`src/shared/lmrtc_pkg.sv`:
```
// constants shared by both ends of the line mode link
`default_nettype none
package lmrtc_pkg;
	// ---------------------------------------------
	// operating mode codes
	// ---------------------------------------------
	localparam logic [2:0] MODE_STBY = 3'h0;
	localparam logic [2:0] MODE_FWD = 3'h1;
	localparam logic [2:0] MODE_UNBAL = 3'h2;
	localparam logic [2:0] MODE_REV = 3'h3;
	localparam logic [2:0] MODE_RING = 3'h4;
	localparam logic [2:0] MODE_LOOP = 3'h5;
	localparam logic [2:0] MODE_TIPOPEN = 3'h6;
	localparam logic [2:0] MODE_DENY = 3'h7;
	// ---------------------------------------------
	// controller register map
	// ---------------------------------------------
	localparam logic [3:0] REG_CTRL = 4'h0;
	localparam logic [3:0] REG_STAT = 4'h4;
	localparam logic [3:0] REG_CAD = 4'h8;
	localparam int CTRL_MODE_LSB = 0;
	localparam int CTRL_DSEL_BIT = 3;
	localparam int CTRL_BATTERY_SELECT_BIT = 4;
	localparam int CTRL_CAD_BIT = 5;
	localparam int CTRL_TEST_BIT = 6;
	localparam int CTRL_ECD_BIT = 7;
	localparam int CTRL_APD_BIT = 8;
	localparam int STAT_DET_BIT = 0;
	localparam int STAT_ALM_BIT = 1;
	localparam int STAT_TRIP_BIT = 2;
	localparam int STAT_TDONE_BIT = 3;
	localparam int STAT_PD_BIT = 4;
	localparam int STAT_BUSY_BIT = 5;
	localparam int STAT_MODE_LSB = 8;
	localparam logic [8:0] CTRL_RST = 9'h000;
	localparam logic [23:0] CAD_RST = 24'h00_03e8;
	// ---------------------------------------------
	// timing
	// ---------------------------------------------
	localparam int CLK_MHZ = 10;
	localparam int TONE_TIME_US = 100;
	localparam int TONE_CYC = TONE_TIME_US * CLK_MHZ;
	localparam int ALM_PERSIST_US = 300;
	localparam int ALM_CYC = ALM_PERSIST_US * CLK_MHZ;
	localparam int CAD_SILENT_MULT = 2;
	// ---------------------------------------------
	// controller sequencer states
	// ---------------------------------------------
	typedef enum logic [4:0] {
		H_IDLE = 5'b00001,
		H_RING = 5'b00010,
		H_SIL = 5'b00100,
		H_T1 = 5'b01000,
		H_T2 = 5'b10000
	} lmrtc_host_e;
endpackage : lmrtc_pkg
`default_nettype wire

```
`src/shared/lmrtc_if.sv`:
```
// mode and detector lines between controller and line interface
`default_nettype none
interface lmrtc_if #(parameter int RW = 8);
	logic [2:0] mode;
	logic detector_select;
	logic battery_select;
	logic [RW-1:0] ring_signal_input;
	logic loop_detect_n;
	logic thermal_alarm_n;
	modport dev (input mode, input detector_select, input battery_select,
		input ring_signal_input, output loop_detect_n, output thermal_alarm_n);
	modport host (output mode, output detector_select, output battery_select,
		output ring_signal_input, input loop_detect_n, input thermal_alarm_n);
endinterface : lmrtc_if
`default_nettype wire

```
`src/rtl/lmrtc_host.sv`:
```
// controller end: wishbone registers, ring cadence, loopback test, alarm
`default_nettype none
module lmrtc_host #(
	parameter int RW = 8
) (
	input wire logic clk_sys,
	input wire logic sys_rst,
	input wire logic wb_cyc_i,
	input wire logic wb_stb_i,
	input wire logic wb_we_i,
	input wire logic [3:0] wb_adr_i,
	input wire logic [3:0] wb_sel_i,
	input wire logic [31:0] wb_dat_i,
	output logic [31:0] wb_dat_o,
	output logic wb_ack_o,
	lmrtc_if.host lnk,
	input wire logic [RW-1:0] ring_wave,
	output logic tone_en,
	output logic echo_off
);
	if (RW < 1) begin : g_bad_rw
		$error("lmrtc_host: RW must be at least 1");
	end
	// ---------------------------------------------
	// registers
	// ---------------------------------------------
	lmrtc_pkg::lmrtc_host_e st_q, st_d;
	logic ack_q;
	logic [31:0] dat_q, dat_d;
	logic [8:0] ctrl_q, ctrl_d;
	logic [23:0] cad_q, cad_d;
	logic [24:0] cnt_q, cnt_d;
	logic [11:0] alm_cnt_q, alm_cnt_d;
	logic trip_q, tdone_q, pd_q, tone_q, echo_q, dsel_q, battery_select_q, battery_select_d;
	logic [2:0] mode_q, mode_d;
	logic [RW-1:0] ring_q;
	// ---------------------------------------------
	// bus decode
	// ---------------------------------------------
	logic req, wr, wr_ctrl, wr_cad, start, trip_ev, alm_hit, ring_last, sil_last, tone_last;
	logic [31:0] wmask, ctrl_w, cad_w, stat_v;
	logic [2:0] sil_mode;
	assign req = wb_cyc_i && wb_stb_i;
	assign wr = req && wb_we_i && ack_q;
	assign wr_ctrl = wr && (wb_adr_i == lmrtc_pkg::REG_CTRL);
	assign wr_cad = wr && (wb_adr_i == lmrtc_pkg::REG_CAD);
	assign wmask = {{8{wb_sel_i[3]}}, {8{wb_sel_i[2]}}, {8{wb_sel_i[1]}}, {8{wb_sel_i[0]}}};
	assign ctrl_w = ({23'h00_0000, ctrl_q} & ~wmask) | (wb_dat_i & wmask);
	assign cad_w = ({8'h00, cad_q} & ~wmask) | (wb_dat_i & wmask);
	assign start = wr_ctrl && ctrl_w[lmrtc_pkg::CTRL_TEST_BIT] && (st_q == lmrtc_pkg::H_IDLE);
	assign stat_v = {21'h00_0000, mode_q, 2'b00, (st_q != lmrtc_pkg::H_IDLE), pd_q, tdone_q,
		trip_q, !lnk.thermal_alarm_n, !lnk.loop_detect_n};
	// read mux, unmapped reads zero
	assign dat_d = (wb_adr_i == lmrtc_pkg::REG_CTRL) ? {23'h00_0000, ctrl_q} :
		(wb_adr_i == lmrtc_pkg::REG_STAT) ? stat_v :
		(wb_adr_i == lmrtc_pkg::REG_CAD) ? {8'h00, cad_q} : 32'h0000_0000;
	// ---------------------------------------------
	// sequencer terms
	// ---------------------------------------------
	// ignore the detector for two cycles after entering a burst
	assign trip_ev = (st_q == lmrtc_pkg::H_RING) && (cnt_q >= 25'h000_0002) && !lnk.loop_detect_n;
	assign ring_last = (cnt_q == {1'b0, cad_q} - 25'h000_0001);
	// silence lasts twice the burst
	assign sil_last = (cnt_q == 25'(lmrtc_pkg::CAD_SILENT_MULT) * {1'b0, cad_q} - 25'h000_0001);
	assign tone_last = (cnt_q == 25'(lmrtc_pkg::TONE_CYC - 1));
	assign alm_hit = (alm_cnt_q == 12'(lmrtc_pkg::ALM_CYC - 1));
	// silent part: programmed mode, forward feed if that is balanced ringing (100)
	assign sil_mode = (ctrl_q[2:0] == lmrtc_pkg::MODE_RING) ? lmrtc_pkg::MODE_FWD : ctrl_q[2:0];
	// ---------------------------------------------
	// next state
	// ---------------------------------------------
	always_comb begin
		st_d = st_q;
		cnt_d = cnt_q + 25'h000_0001;
		mode_d = pd_q ? lmrtc_pkg::MODE_DENY : ctrl_q[2:0];
		battery_select_d = ctrl_q[lmrtc_pkg::CTRL_BATTERY_SELECT_BIT];
		ctrl_d = wr_ctrl ? {ctrl_w[8:7], 1'b0, ctrl_w[5:0]} : ctrl_q;
		case (st_q)
			lmrtc_pkg::H_IDLE: begin
				cnt_d = '0;
				if (start) begin
					st_d = ctrl_w[lmrtc_pkg::CTRL_ECD_BIT] ? lmrtc_pkg::H_T2 : lmrtc_pkg::H_T1;
				end else if (ctrl_q[lmrtc_pkg::CTRL_CAD_BIT] && !pd_q) begin
					st_d = lmrtc_pkg::H_RING;
				end
			end
			lmrtc_pkg::H_RING: begin
				mode_d = lmrtc_pkg::MODE_RING;
				if (trip_ev) begin
					st_d = lmrtc_pkg::H_IDLE;
					ctrl_d[lmrtc_pkg::CTRL_CAD_BIT] = 1'b0;
				end else if (!ctrl_q[lmrtc_pkg::CTRL_CAD_BIT] || pd_q) begin
					st_d = lmrtc_pkg::H_IDLE;
				end else if (ring_last) begin
					st_d = lmrtc_pkg::H_SIL;
					cnt_d = '0;
				end
			end
			lmrtc_pkg::H_SIL: begin
				mode_d = sil_mode;
				if (!ctrl_q[lmrtc_pkg::CTRL_CAD_BIT] || pd_q) begin
					st_d = lmrtc_pkg::H_IDLE;
				end else if (sil_last) begin
					st_d = lmrtc_pkg::H_RING;
					cnt_d = '0;
				end
			end
			lmrtc_pkg::H_T1: begin
				mode_d = lmrtc_pkg::MODE_FWD;
				if (tone_last) begin
					st_d = lmrtc_pkg::H_T2;
					cnt_d = '0;
				end
			end
			lmrtc_pkg::H_T2: begin
				mode_d = lmrtc_pkg::MODE_LOOP;
				if (tone_last) begin
					st_d = lmrtc_pkg::H_IDLE;
				end
			end
			default: st_d = lmrtc_pkg::H_IDLE;
		endcase
		// battery forced by the ringing and loopback modes
		if (mode_d == lmrtc_pkg::MODE_RING) begin
			battery_select_d = 1'b1;
		end else if (mode_d == lmrtc_pkg::MODE_LOOP) begin
			battery_select_d = 1'b0;
		end
	end
	// persistent alarm counter, loopback alarm excluded
	assign alm_cnt_d = (lnk.thermal_alarm_n || mode_q == lmrtc_pkg::MODE_LOOP) ? 12'h000 :
		alm_hit ? alm_cnt_q : alm_cnt_q + 12'h001;
	assign cad_d = wr_cad ? cad_w[23:0] : cad_q;
	// ---------------------------------------------
	// flops
	// ---------------------------------------------
	always_ff @(posedge clk_sys) begin
		if (sys_rst) begin
			st_q <= lmrtc_pkg::H_IDLE;
			ack_q <= 1'b0;
			dat_q <= 32'h0000_0000;
			ctrl_q <= lmrtc_pkg::CTRL_RST;
			cad_q <= lmrtc_pkg::CAD_RST;
			cnt_q <= '0;
			alm_cnt_q <= 12'h000;
		end else begin
			st_q <= st_d;
			ack_q <= req && !ack_q;
			dat_q <= dat_d;
			ctrl_q <= ctrl_d;
			cad_q <= cad_d;
			cnt_q <= cnt_d;
			alm_cnt_q <= alm_cnt_d;
		end
	end
	// link drive and sticky status, set wins over clear
	always_ff @(posedge clk_sys) begin
		if (sys_rst) begin
			mode_q <= lmrtc_pkg::MODE_STBY;
			dsel_q <= 1'b0;
			battery_select_q <= 1'b0;
			ring_q <= '0;
			tone_q <= 1'b0;
			echo_q <= 1'b0;
			trip_q <= 1'b0;
			tdone_q <= 1'b0;
			pd_q <= 1'b0;
		end else begin
			mode_q <= mode_d;
			dsel_q <= ctrl_q[lmrtc_pkg::CTRL_DSEL_BIT];
			battery_select_q <= battery_select_d;
			ring_q <= ring_wave;
			tone_q <= (st_d == lmrtc_pkg::H_T1) || (st_d == lmrtc_pkg::H_T2);
			// echo off only for a one-step test started from idle by this write
			echo_q <= (st_d == lmrtc_pkg::H_T2) && ((st_q == lmrtc_pkg::H_T2) ? echo_q :
				((st_q == lmrtc_pkg::H_IDLE) && ctrl_w[lmrtc_pkg::CTRL_ECD_BIT]));
			trip_q <= trip_ev || (trip_q && !wr_ctrl);
			tdone_q <= (st_q == lmrtc_pkg::H_T2 && tone_last) || (tdone_q && !wr_ctrl);
			pd_q <= (alm_hit && ctrl_q[lmrtc_pkg::CTRL_APD_BIT]) || (pd_q && !wr_ctrl);
		end
	end
	// ---------------------------------------------
	// outputs
	// ---------------------------------------------
	assign wb_ack_o = ack_q;
	assign wb_dat_o = dat_q;
	assign lnk.mode = mode_q;
	assign lnk.detector_select = dsel_q;
	assign lnk.battery_select = battery_select_q;
	assign lnk.ring_signal_input = ring_q;
	assign tone_en = tone_q;
	assign echo_off = echo_q;
endmodule : lmrtc_host
`default_nettype wire

```
`src/flat_wrapper.sv`:
```
// flat-port wrapper written by rule: the top's interface ports become plain ports
module lmrtc_host_flat 
#(
	parameter int RW = 8
)
  (clk_sys, sys_rst, wb_cyc_i, wb_stb_i, wb_we_i, wb_adr_i, wb_sel_i, wb_dat_i, wb_dat_o, wb_ack_o, ring_wave, tone_en, echo_off, lnk_mode, lnk_detector_select, lnk_battery_select, lnk_ring_signal_input, lnk_loop_detect_n, lnk_thermal_alarm_n);
  lmrtc_if #(.RW(RW)) lnk_i ();
  input wire logic clk_sys;
  input wire logic sys_rst;
  input wire logic wb_cyc_i;
  input wire logic wb_stb_i;
  input wire logic wb_we_i;
  input wire logic [3:0] wb_adr_i;
  input wire logic [3:0] wb_sel_i;
  input wire logic [31:0] wb_dat_i;
  output logic [31:0] wb_dat_o;
  output logic wb_ack_o;
  input wire logic [RW-1:0] ring_wave;
  output logic tone_en;
  output logic echo_off;
  output wire logic [$bits(lnk_i.mode)-1:0] lnk_mode;
  output wire logic [$bits(lnk_i.detector_select)-1:0] lnk_detector_select;
  output wire logic [$bits(lnk_i.battery_select)-1:0] lnk_battery_select;
  output wire logic [$bits(lnk_i.ring_signal_input)-1:0] lnk_ring_signal_input;
  input wire logic [$bits(lnk_i.loop_detect_n)-1:0] lnk_loop_detect_n;
  input wire logic [$bits(lnk_i.thermal_alarm_n)-1:0] lnk_thermal_alarm_n;
  assign lnk_mode = lnk_i.mode;
  assign lnk_detector_select = lnk_i.detector_select;
  assign lnk_battery_select = lnk_i.battery_select;
  assign lnk_ring_signal_input = lnk_i.ring_signal_input;
  assign lnk_i.loop_detect_n = lnk_loop_detect_n;
  assign lnk_i.thermal_alarm_n = lnk_thermal_alarm_n;
  lmrtc_host #(.RW(RW)) u_core (.clk_sys(clk_sys), .sys_rst(sys_rst), .wb_cyc_i(wb_cyc_i), .wb_stb_i(wb_stb_i), .wb_we_i(wb_we_i), .wb_adr_i(wb_adr_i), .wb_sel_i(wb_sel_i), .wb_dat_i(wb_dat_i), .wb_dat_o(wb_dat_o), .wb_ack_o(wb_ack_o), .lnk(lnk_i), .ring_wave(ring_wave), .tone_en(tone_en), .echo_off(echo_off));
endmodule
```
`config.mk`:
```
export PLATFORM = sky130hd
export DESIGN_NAME = lmrtc_host_flat
export DESIGN_NICKNAME = d
export VERILOG_FILES = /design/src/shared/lmrtc_pkg.sv /design/src/shared/lmrtc_if.sv /design/src/rtl/lmrtc_host.sv /design/src/flat_wrapper.sv
export SDC_FILE = /design/constraint.sdc
export NUM_CORES = 1
export LEC_CHECK = 0
export ABC_CLOCK_PERIOD_IN_PS = 3800
export BUFFER_PORTS_ARGS = -buffer_cell sky130_fd_sc_hd__buf_4
export CAP_MARGIN = 20
export CORE_MARGIN = 2
export CORE_UTILIZATION = 40
export CTS_CLUSTER_SIZE = 20
export DETAILED_ROUTE_END_ITERATION = 10
export PLACE_DENSITY = 0.73
export SYNTH_ARGS = -nofsm -noshare
export SYNTH_HDL_FRONTEND = slang
export SYNTH_SLANG_ARGS = --single-unit
```
`constraint.sdc`:
```
create_clock -name clk_sys -period 3.8 [get_ports clk_sys]
set_input_delay 0.76 -clock clk_sys [delete_from_list [all_inputs] [get_ports clk_sys]]
set_output_delay 0.76 -clock clk_sys [all_outputs]
set_load 0.05 [all_outputs]
```
**Word level (Yosys, flattened, before mapping)**

Cells that the tools add are included.

- Word-level logic and storage cells: 116
- Bits of input ports: 55
- Flip-flop bits (word level): 125

- Order comparisons: 1
- Add/subtract/negate cells: 4
- Multiplexer cells: 30
- Eq/ne operators: 18
- Reduce and logical (&&, ||, !) cells: 35
- Bitwise gates (word level): 7

Operators with widths:

| operator | number |
|---|---|
| two-way mux 25 bit | 6 |
| one-hot mux 25 bit (4 select lines) | 1 |
| equality test 25 bit | 2 |
| two-way mux 5 bit | 10 |
| AND 24 bit | 2 |
| adder 25 x 1 -> 25 bit (second input constant) | 1 |
| equality test 25 x 10 -> 1 bit (second input constant) | 1 |
| >= comparator 25 x 2 -> 1 bit (second input constant) | 1 |
| one-hot mux 5 bit (5 select lines) | 1 |
| subtractor 24 x 1 -> 25 bit (second input constant) | 1 |
| subtractor 25 x 1 -> 25 bit (second input constant) | 1 |
| NOT 24 bit | 1 |
| bitwise OR 24 bit | 1 |
| two-way mux 11 bit | 2 |
| logical AND 1 bit | 18 |
| adder 12 x 1 -> 12 bit (second input constant) | 1 |
| equality test 12 bit (second input constant) | 1 |
| equality test 3 bit (second input constant) | 4 |
| one-hot mux 3 bit (4 select lines) | 1 |
| equality test 5 x 4 -> 1 bit (second input constant) | 2 |
| equality test 5 bit (second input constant) | 2 |
| AND 9 bit | 1 |
| two-way mux 9 bit | 1 |
| bitwise OR 9 bit | 1 |
| 16 further kinds | 32 |

**Depth between registers and ports, before layout**

Gate-level depths: netlist of the first run.

- Depth in word-level cells: 10
- Gate-level depth with buffers: 15
- Gate-level depth less buffers: 11

**Worst setup path before layout of the first run**

OpenSTA, ideal clock, no wires.

- Path type: register to register
- Start: reg with a tool-made name
- End: reg u_core.cnt_q[10]
- Buffers on the path: 4
- Arrival: 3.406 ns
- Setup time: 0.146 ns
- Cell stages (with the launch flop): 16
- Setup slack: 0.248 ns
- Clock period less this slack: 3.552 ns
- Cells stage by stage: dfxtp_1 buf_6 inv_1 ha_1 buf_2 or4b_1 clkbuf_1 nor4_1 nand3_1 xnor2_1 a221o_1 nor4_1 nand3_1 o21ai_2 buf_2 a211oi_2

RTL lines:

| element | RTL line | text |
|---|---|---|
| to (signal assigned) | lmrtc_host.sv:152 | `cnt_q <= cnt_d;` |
| to (decl) | lmrtc_host.sv:32 | `logic [24:0] cnt_q, cnt_d;` |

==> reports/summary.txt, run 1 <==
clock latency reported for the late side of the worst-skew pair: 0.43 ns
simple-gate area share of the yosys netlist: 0.282
Reg2Reg Capture Point: u_core.cnt_q[7]
largest net degree at the start of global routing: 47
Yosys reg bits: 117
Setup TNS: 0 ns
cts hold-fix bufs: 0
Hold Crit Class: reg -> reg
Area growth syn-to-layout: 22.1%
Sink Count: 117
die width: 136 µm
Worst-path clk slew: 0.06 ns
clock tree buffer depth: 2
max_slew headroom: 0.335
placed cells: 1125
detailed placement HPWL: 15200 µm
Max VDD drop: 335 µV
WHS Path Cells: 1
critical-path maximum fanout: 25
Worst Reg-to-Reg Cells: 13
Clock Skew: 0.0203 ns
Routed wire per std cell: 17.9 µm
Syn Inst Count: 849
First DRT Iteration DRCs: 463
cts repair resizes: 0
Ports: 103
Vias: 6560
required time of the critical path: 4.07 ns
placement row count: 48
total of warnings raised by yosys: 0
Lkg Pwr: 3.24 nW
TritonRoute pass-1 iters: 5
Non-Filler Instances: 1157
total grt overflow: 0
post-synthesis compound-gate area fraction: 0.160
Final ANT Viol Nets: 0
Power Density: 365 nW/µm²
layout cell share with drive strength beyond 1: 0.216
Post-Synth XOR/XNOR Area: 0.114
ys flop type: dfxtp_1
ANT cells: 0
Post-synth EDFFs: 0
Final Max Tran Viols: 0
Core Region: 17200 µm²
mux share of post-synthesis cell area: 0.0391
syn_area_per_cell: 8.22 µm²
reg-to-reg setup timing slack: 0.23 ns
setup violators final: 0
ys async rst share: 0
Crit. End Element: flop
die area: 18500 µm²
placed cell areas: 7870 µm²
Post-Synth Adder-Cell Area: 0.00717
post-synthesis cell area: 6980 µm²
Fmax achieved: 0.280 GHz
Via-to-Cell Ratio: 5.67
Fin Hold WS: 0.458 ns
final WL: 20700 µm
post-synthesis sequential area ratio: 0.336
number of global-route vias before repair: 6064
H-Tree Depth: 4
WHS Endpoint: u_core.wb_ack_o
post-route design area: 8520 µm²
Starting Density: 0.406
Routability Congestion: 0.969
first-pass GRT wire length: 32400 µm
Distinct cells, synth: 72
drt drc: 0
status: completed
fill count: 1636
crit path launch type: flop
critical setup path kind: reg -> reg
Crit path arrival time: 3.84 ns
CTS buffer count: 17
main combinational cell family by area after synthesis: simple AND/OR/NAND/NOR gates
MaxCap Viol Count: 0
antenna violations before repair: 0
min cycle time layout: 3.57 ns
gr usage total: 0.227
hold_sp: u_core.wb_ack_o
nets@finish: 978
final hold vios: 0
PortBufs: 85
Die Y: 136 µm
Post-CTS Setup Bufs: 0
Root Driver: clkbuf_16
Tcrit/Tclk final: 0.940
Least-Margin Pin Slew: 0.990 ns
CTS tree: yes
RSZ-0062 raised after global routing: no
==> through the flow <==
stage               total power, mW  setup WS, ns  utilization
finish                         3.11         0.230        0.496
floorplan                      1.35         0.248            -
detailed placement             1.41         0.151        0.458
global placement               1.41         0.229        0.458
global route                   3.20        0.0351        0.496
CTS                            3.14         0.130        0.495
==> cell families after synthesis <==
family,count (synthesis)
muxes,27
other,1
DFF,117
adders and majority gates,4
and+or+nand+nor,367
buffers and inverters,97
xor gates and xnor gates,86
AOI/OAI and AO/OA,150
==> cell usage in the layout, fill, tap and decap left out, drive strengths merged, types with 25 or more instances in the layout <==
cell type / n
a21oi: 33
nand3: 39
a211oi: 28
xor2: 39
o21ai: 30
xnor2: 44
nor2: 97
nand2: 53
buf: 122
dfxtp: 117
nor3: 27
mux2i: 25
==> cell usage after synthesis (4+ instances only) <==
cell / instances / area [µm²]
nor3b_1: 4 / 30.0
nand2b_1: 9 / 56.3
a211oi_2: 20 / 250
a21oi_1: 32 / 160
or3_1: 8 / 50.1
a211oi_1: 8 / 60.1
nor2_1: 97 / 364
ha_1: 4 / 50.1
inv_1: 19 / 71.3
or2_2: 5 / 31.3
a211o_1: 7 / 61.3
nor4_1: 20 / 125
and2_1: 18 / 113
a22oi_1: 4 / 30.0
o21ai_0: 28 / 140
nand3_1: 39 / 195
clkbuf_1: 54 / 203
mux2i_1: 25 / 250
nor2b_1: 23 / 144
xnor2_1: 44 / 385
nand2_1: 53 / 199
or4_1: 6 / 45.0
o22ai_1: 9 / 56.3
xor2_1: 39 / 342
o221ai_1: 5 / 43.8
and3_1: 18 / 113
nand4_1: 14 / 87.6
dfxtp_1: 117 / 2340
buf_1: 6 / 22.5
a31oi_1: 4 / 25.0
nor3_1: 26 / 130
buf_2: 6 / 30.0
buf_4: 9 / 67.6
and4_1: 4 / 35.0
==> report_power, final <==
| part | switching [mW] | total (mW) | internal (mW) |
|---|---|---|---|
| Clock | 0.589 | 1.72 | 1.13 |
| Sequential | 0.00338 | 1.24 | 1.24 |
| Combinational | 0.0958 | 0.149 | 0.0536 |
| Total | 0.688 | 3.11 | 2.42 |
==> final cells by class <==
| cell class | count | area [µm²] | area share |
|---|---|---|---|
| Inverter | 19 | 71.3 | 0.00837 |
| Tap cell | 225 | 282 | 0.0330 |
| Clock inverter | 12 | 178 | 0.0209 |
| Multi-Input combinational cell | 642 | 4250 | 0.499 |
| Clock buffer | 20 | 457 | 0.0536 |
| Timing Repair Buffer | 122 | 941 | 0.110 |
| Sequential cell | 117 | 2340 | 0.275 |
==> critical path, stage by stage (launching register included) <==
cell	delay (ns)
dfxtp_1	0.38
inv_1	0.11
ha_1	0.16
or4b_4	0.52
nor4_2	0.28
buf_4	0.17
nand3_1	0.24
xnor2_1	0.22
a221o_1	0.26
nor4_1	0.32
nand3_1	0.22
o21ai_2	0.22
buf_12	0.23
a211oi_2	0.09
==> how the worst max path moves through the flow <==
| stage | start | to | slack [ns] |
|---|---|---|---|
| final | flop | u_core.cnt_q[7] | 0.23 |
| after global placement | flop | u_core.echo_off | 0.23 |
| after floorplan | flop | u_core.cnt_q[10] | 0.25 |
| after global routing | flop | u_core.cnt_q[21] | 0.04 |
| after CTS | flop | u_core.echo_off | 0.13 |
| after detailed placement | flop | u_core.cnt_q[9] | 0.15 |
==> routing by layer <==
layer	part of all wire	vias to the layer above	wire length (µm)	global-route usage
li1	-	3134	-	-
met4	0.031	0	637	0.0897
met5	0	-	0	0
met1	0.44	3084	9090	0.295
met3	0.075	41	1560	0.0533
met2	0.46	301	9460	0.362
Note: power is estimated with default switching activity, not from simulation.
==> run 2, diff against run 1 <==
- SETUP_SLACK_MARGIN: not set -> 0.4
==> run 2 against run 1 <==
Compared with the run above: largest power group unchanged; non-clock buffer count increased by 7; count of clock-buffer cells in the layout increased by 1; die area unchanged; sequential share of layout area decreased by 0.71 points; global-route usage decreased by 1.7 points; largest cell class unchanged.
==> reports/summary.txt, run 2 (synthesis gave the netlist of run 1 again) <==
Place WS: 0.179 ns (+0.0274 ns)
die area: 18500 µm² (unchanged)
Crit path arrival time: 3.68 ns (-0.16 ns)
Sink Count: 117 (unchanged)
gr usage total: 0.210 (-0.0166)
largest net degree at the start of global routing: 42 (-11%)
Power Density: 336 nW/µm² (-7.8%)
Routed wire per std cell: 17.2 µm (-4.2%)
drt drc: 0 (unchanged)
layout cell share with drive strength beyond 1: 0.248 (+0.0325)
CP bufs+invs: 3 (unchanged)
TritonRoute pass-1 iters: 6 (+1)
met2 WL: 9420 µm (-0.41%)
Starting Density: 0.406 (unchanged)
cts hold-fix bufs: 0 (unchanged)
ANT cells: 0 (unchanged)
nets@finish: 985 (+0.72%)
Final ANT Viol Nets: 0 (unchanged)
Die Y: 136 µm (unchanged)
number of global-route vias before repair: 6074 (+0.16%)
die width: 136 µm (unchanged)
CP endpoint: u_core.cnt_q[1]
Fmax achieved: 0.294 GHz (+5.0%)
Reg2Reg Capture Point: u_core.cnt_q[1]
first-pass GRT wire length: 30600 µm (-5.5%)
Clock Skew: 0.00530 ns (-0.0150 ns)
Routability Congestion: 0.961 (-0.85%)
H-Tree Depth: 4 (unchanged)
min cycle time layout: 3.40 ns (-0.171 ns)
Vias: 6638 (+1.2%)
max layer used: met4
placed cells: 1123 (-0.18%)
PortBufs: 85 (unchanged)
final hold vios: 0 (unchanged)
max_slew headroom: 0.535 (+0.200)
status: completed
critical-path maximum fanout: 8 (-68%)
final WL: 20000 µm (-3.6%)
CTS buffer count: 17 (unchanged)
total grt overflow: 0 (unchanged)
Final Max Tran Viols: 0 (unchanged)
most frequent cells in the layout: 122 x buf_4, 115 x dfxtp_1, 96 x nor2_1
required time of the critical path: 4.08 ns (about the same)
setup violators final: 0 (unchanged)
MaxCap Viol Count: 0 (unchanged)
Ports: 103 (unchanged)
Lkg Pwr: 3.33 nW (+2.5%)
Max VDD drop: 426 µV (+27%)
area of the multi-input gates: 4440 µm² (+4.4%)
reg-to-reg setup timing slack: 0.40 ns (+0.17 ns)
DR WL met3: 1600 µm (+2.4%)
Tcrit/Tclk final: 0.895 (-0.0450)
Reg area: 2350 µm² (+0.32%)
antenna violations before repair: 0 (unchanged)
most common cell after layout, fill and taps aside: buf_4
Crit. End Element: flop
hold_sp: u_core.wb_ack_o
Via-to-Cell Ratio: 5.70 (+0.58%)
Core Region: 17200 µm² (unchanged)
Worst path top cell family by delay: simple AND/OR/NAND/NOR gates
Worst-path clk slew: 0.05 ns (about the same)
Non-Filler Instances: 1164 (+0.61%)
clock tree buffer depth: 2 (unchanged)
Worst Reg-to-Reg Cells: 13 (unchanged)
WL met1: 8510 µm (-6.4%)
CTS tree: yes
Least-Margin Pin Slew: 0.695 ns (-0.295 ns)
Worst path max stage delay: 0.51 ns (about the same)
crit path launch type: flop
setup ws final: 0.401 ns (+0.171 ns)
critical setup path kind: reg -> reg
Setup TNS: 0 ns (unchanged)
clock latency reported for the late side of the worst-skew pair: 0.42 ns (about the same)
Hold Crit Class: reg -> reg
CP cell instances: inv_4 -> ha_4 -> or4b_4 -> buf_8 -> nor3_4 -> xnor3_1 -> o221ai_2 -> or4_4 -> nor4_4 -> nand4_2 -> a21oi_4 -> clkbuf_16 -> a211oi_1
placement row count: 48 (unchanged)
Total Power: 2.95 mW (-5.0%)
detailed placement HPWL: 14200 µm (-6.7%)
First DRT Iteration DRCs: 709 (+53%)
RSZ-0062 raised after global routing: yes
Root Driver: clkbuf_16
cell at the slowest stage of the critical path: or4_4
fill count: 1583 (-3.2%)
Area growth syn-to-layout: 25.8%
critical path depth: 13 (unchanged)
[run 2: metrics by stage]
| stage | area, µm² | hold slack, ns | utilization |
|---|---|---|---|
| floorplan | 7040 | 0.442 | - |
| finish | 8770 | 0.466 | 0.511 |
| global route | 8770 | 0.475 | 0.511 |
| global placement | 7880 | 0.440 | 0.459 |
| CTS | 8490 | 0.455 | 0.494 |
| detailed placement | 7880 | 0.437 | 0.459 |
[run 2: what timing repair did]
item	in CTS	in global routing
buffers inserted	0	6
pin swaps	1	28
endpoints found under the setup margin	28	28
resized for setup	6	36
cloned	0	3
[run 2: report_power, final]
| part | internal (mW) | leakage (nW) | total [mW] | switching [mW] |
|---|---|---|---|---|
| Clock | 0.982 | 0.277 | 1.57 | 0.584 |
| Combinational | 0.0531 | 2.10 | 0.148 | 0.0945 |
| Sequential | 1.23 | 0.947 | 1.24 | 0.00330 |
[run 2: worst min path at each step]
stage | to | slack [ns] | depth (start not counted)
final | u_core.wb_ack_o | 0.47 | 1
after global routing | u_core.wb_ack_o | 0.47 | 1
after CTS | u_core.wb_ack_o | 0.46 | 1
after detailed placement | u_core.wb_ack_o | 0.44 | 1
after global placement | u_core.wb_ack_o | 0.44 | 1
after floorplan | flop | 0.44 | 2
[run 2: cell type report]
type / instances / area share
clock buffer: 21 / 0.0513
clock inverter: 11 / 0.0147
inverter: 19 / 0.00841
multi-input combinational: 642 / 0.506
sequential: 117 / 0.268
tap: 225 / 0.0321
timing repair buffer: 129 / 0.120
[run 2: routing by layer]
| metal | track usage | vias up |
|---|---|---|
| li1 | - | 3159 |
| met5 | 0 | - |
| met3 | 0.0515 | 46 |
| met4 | 0.0799 | 0 |
| met2 | 0.338 | 293 |
| met1 | 0.271 | 3140 |
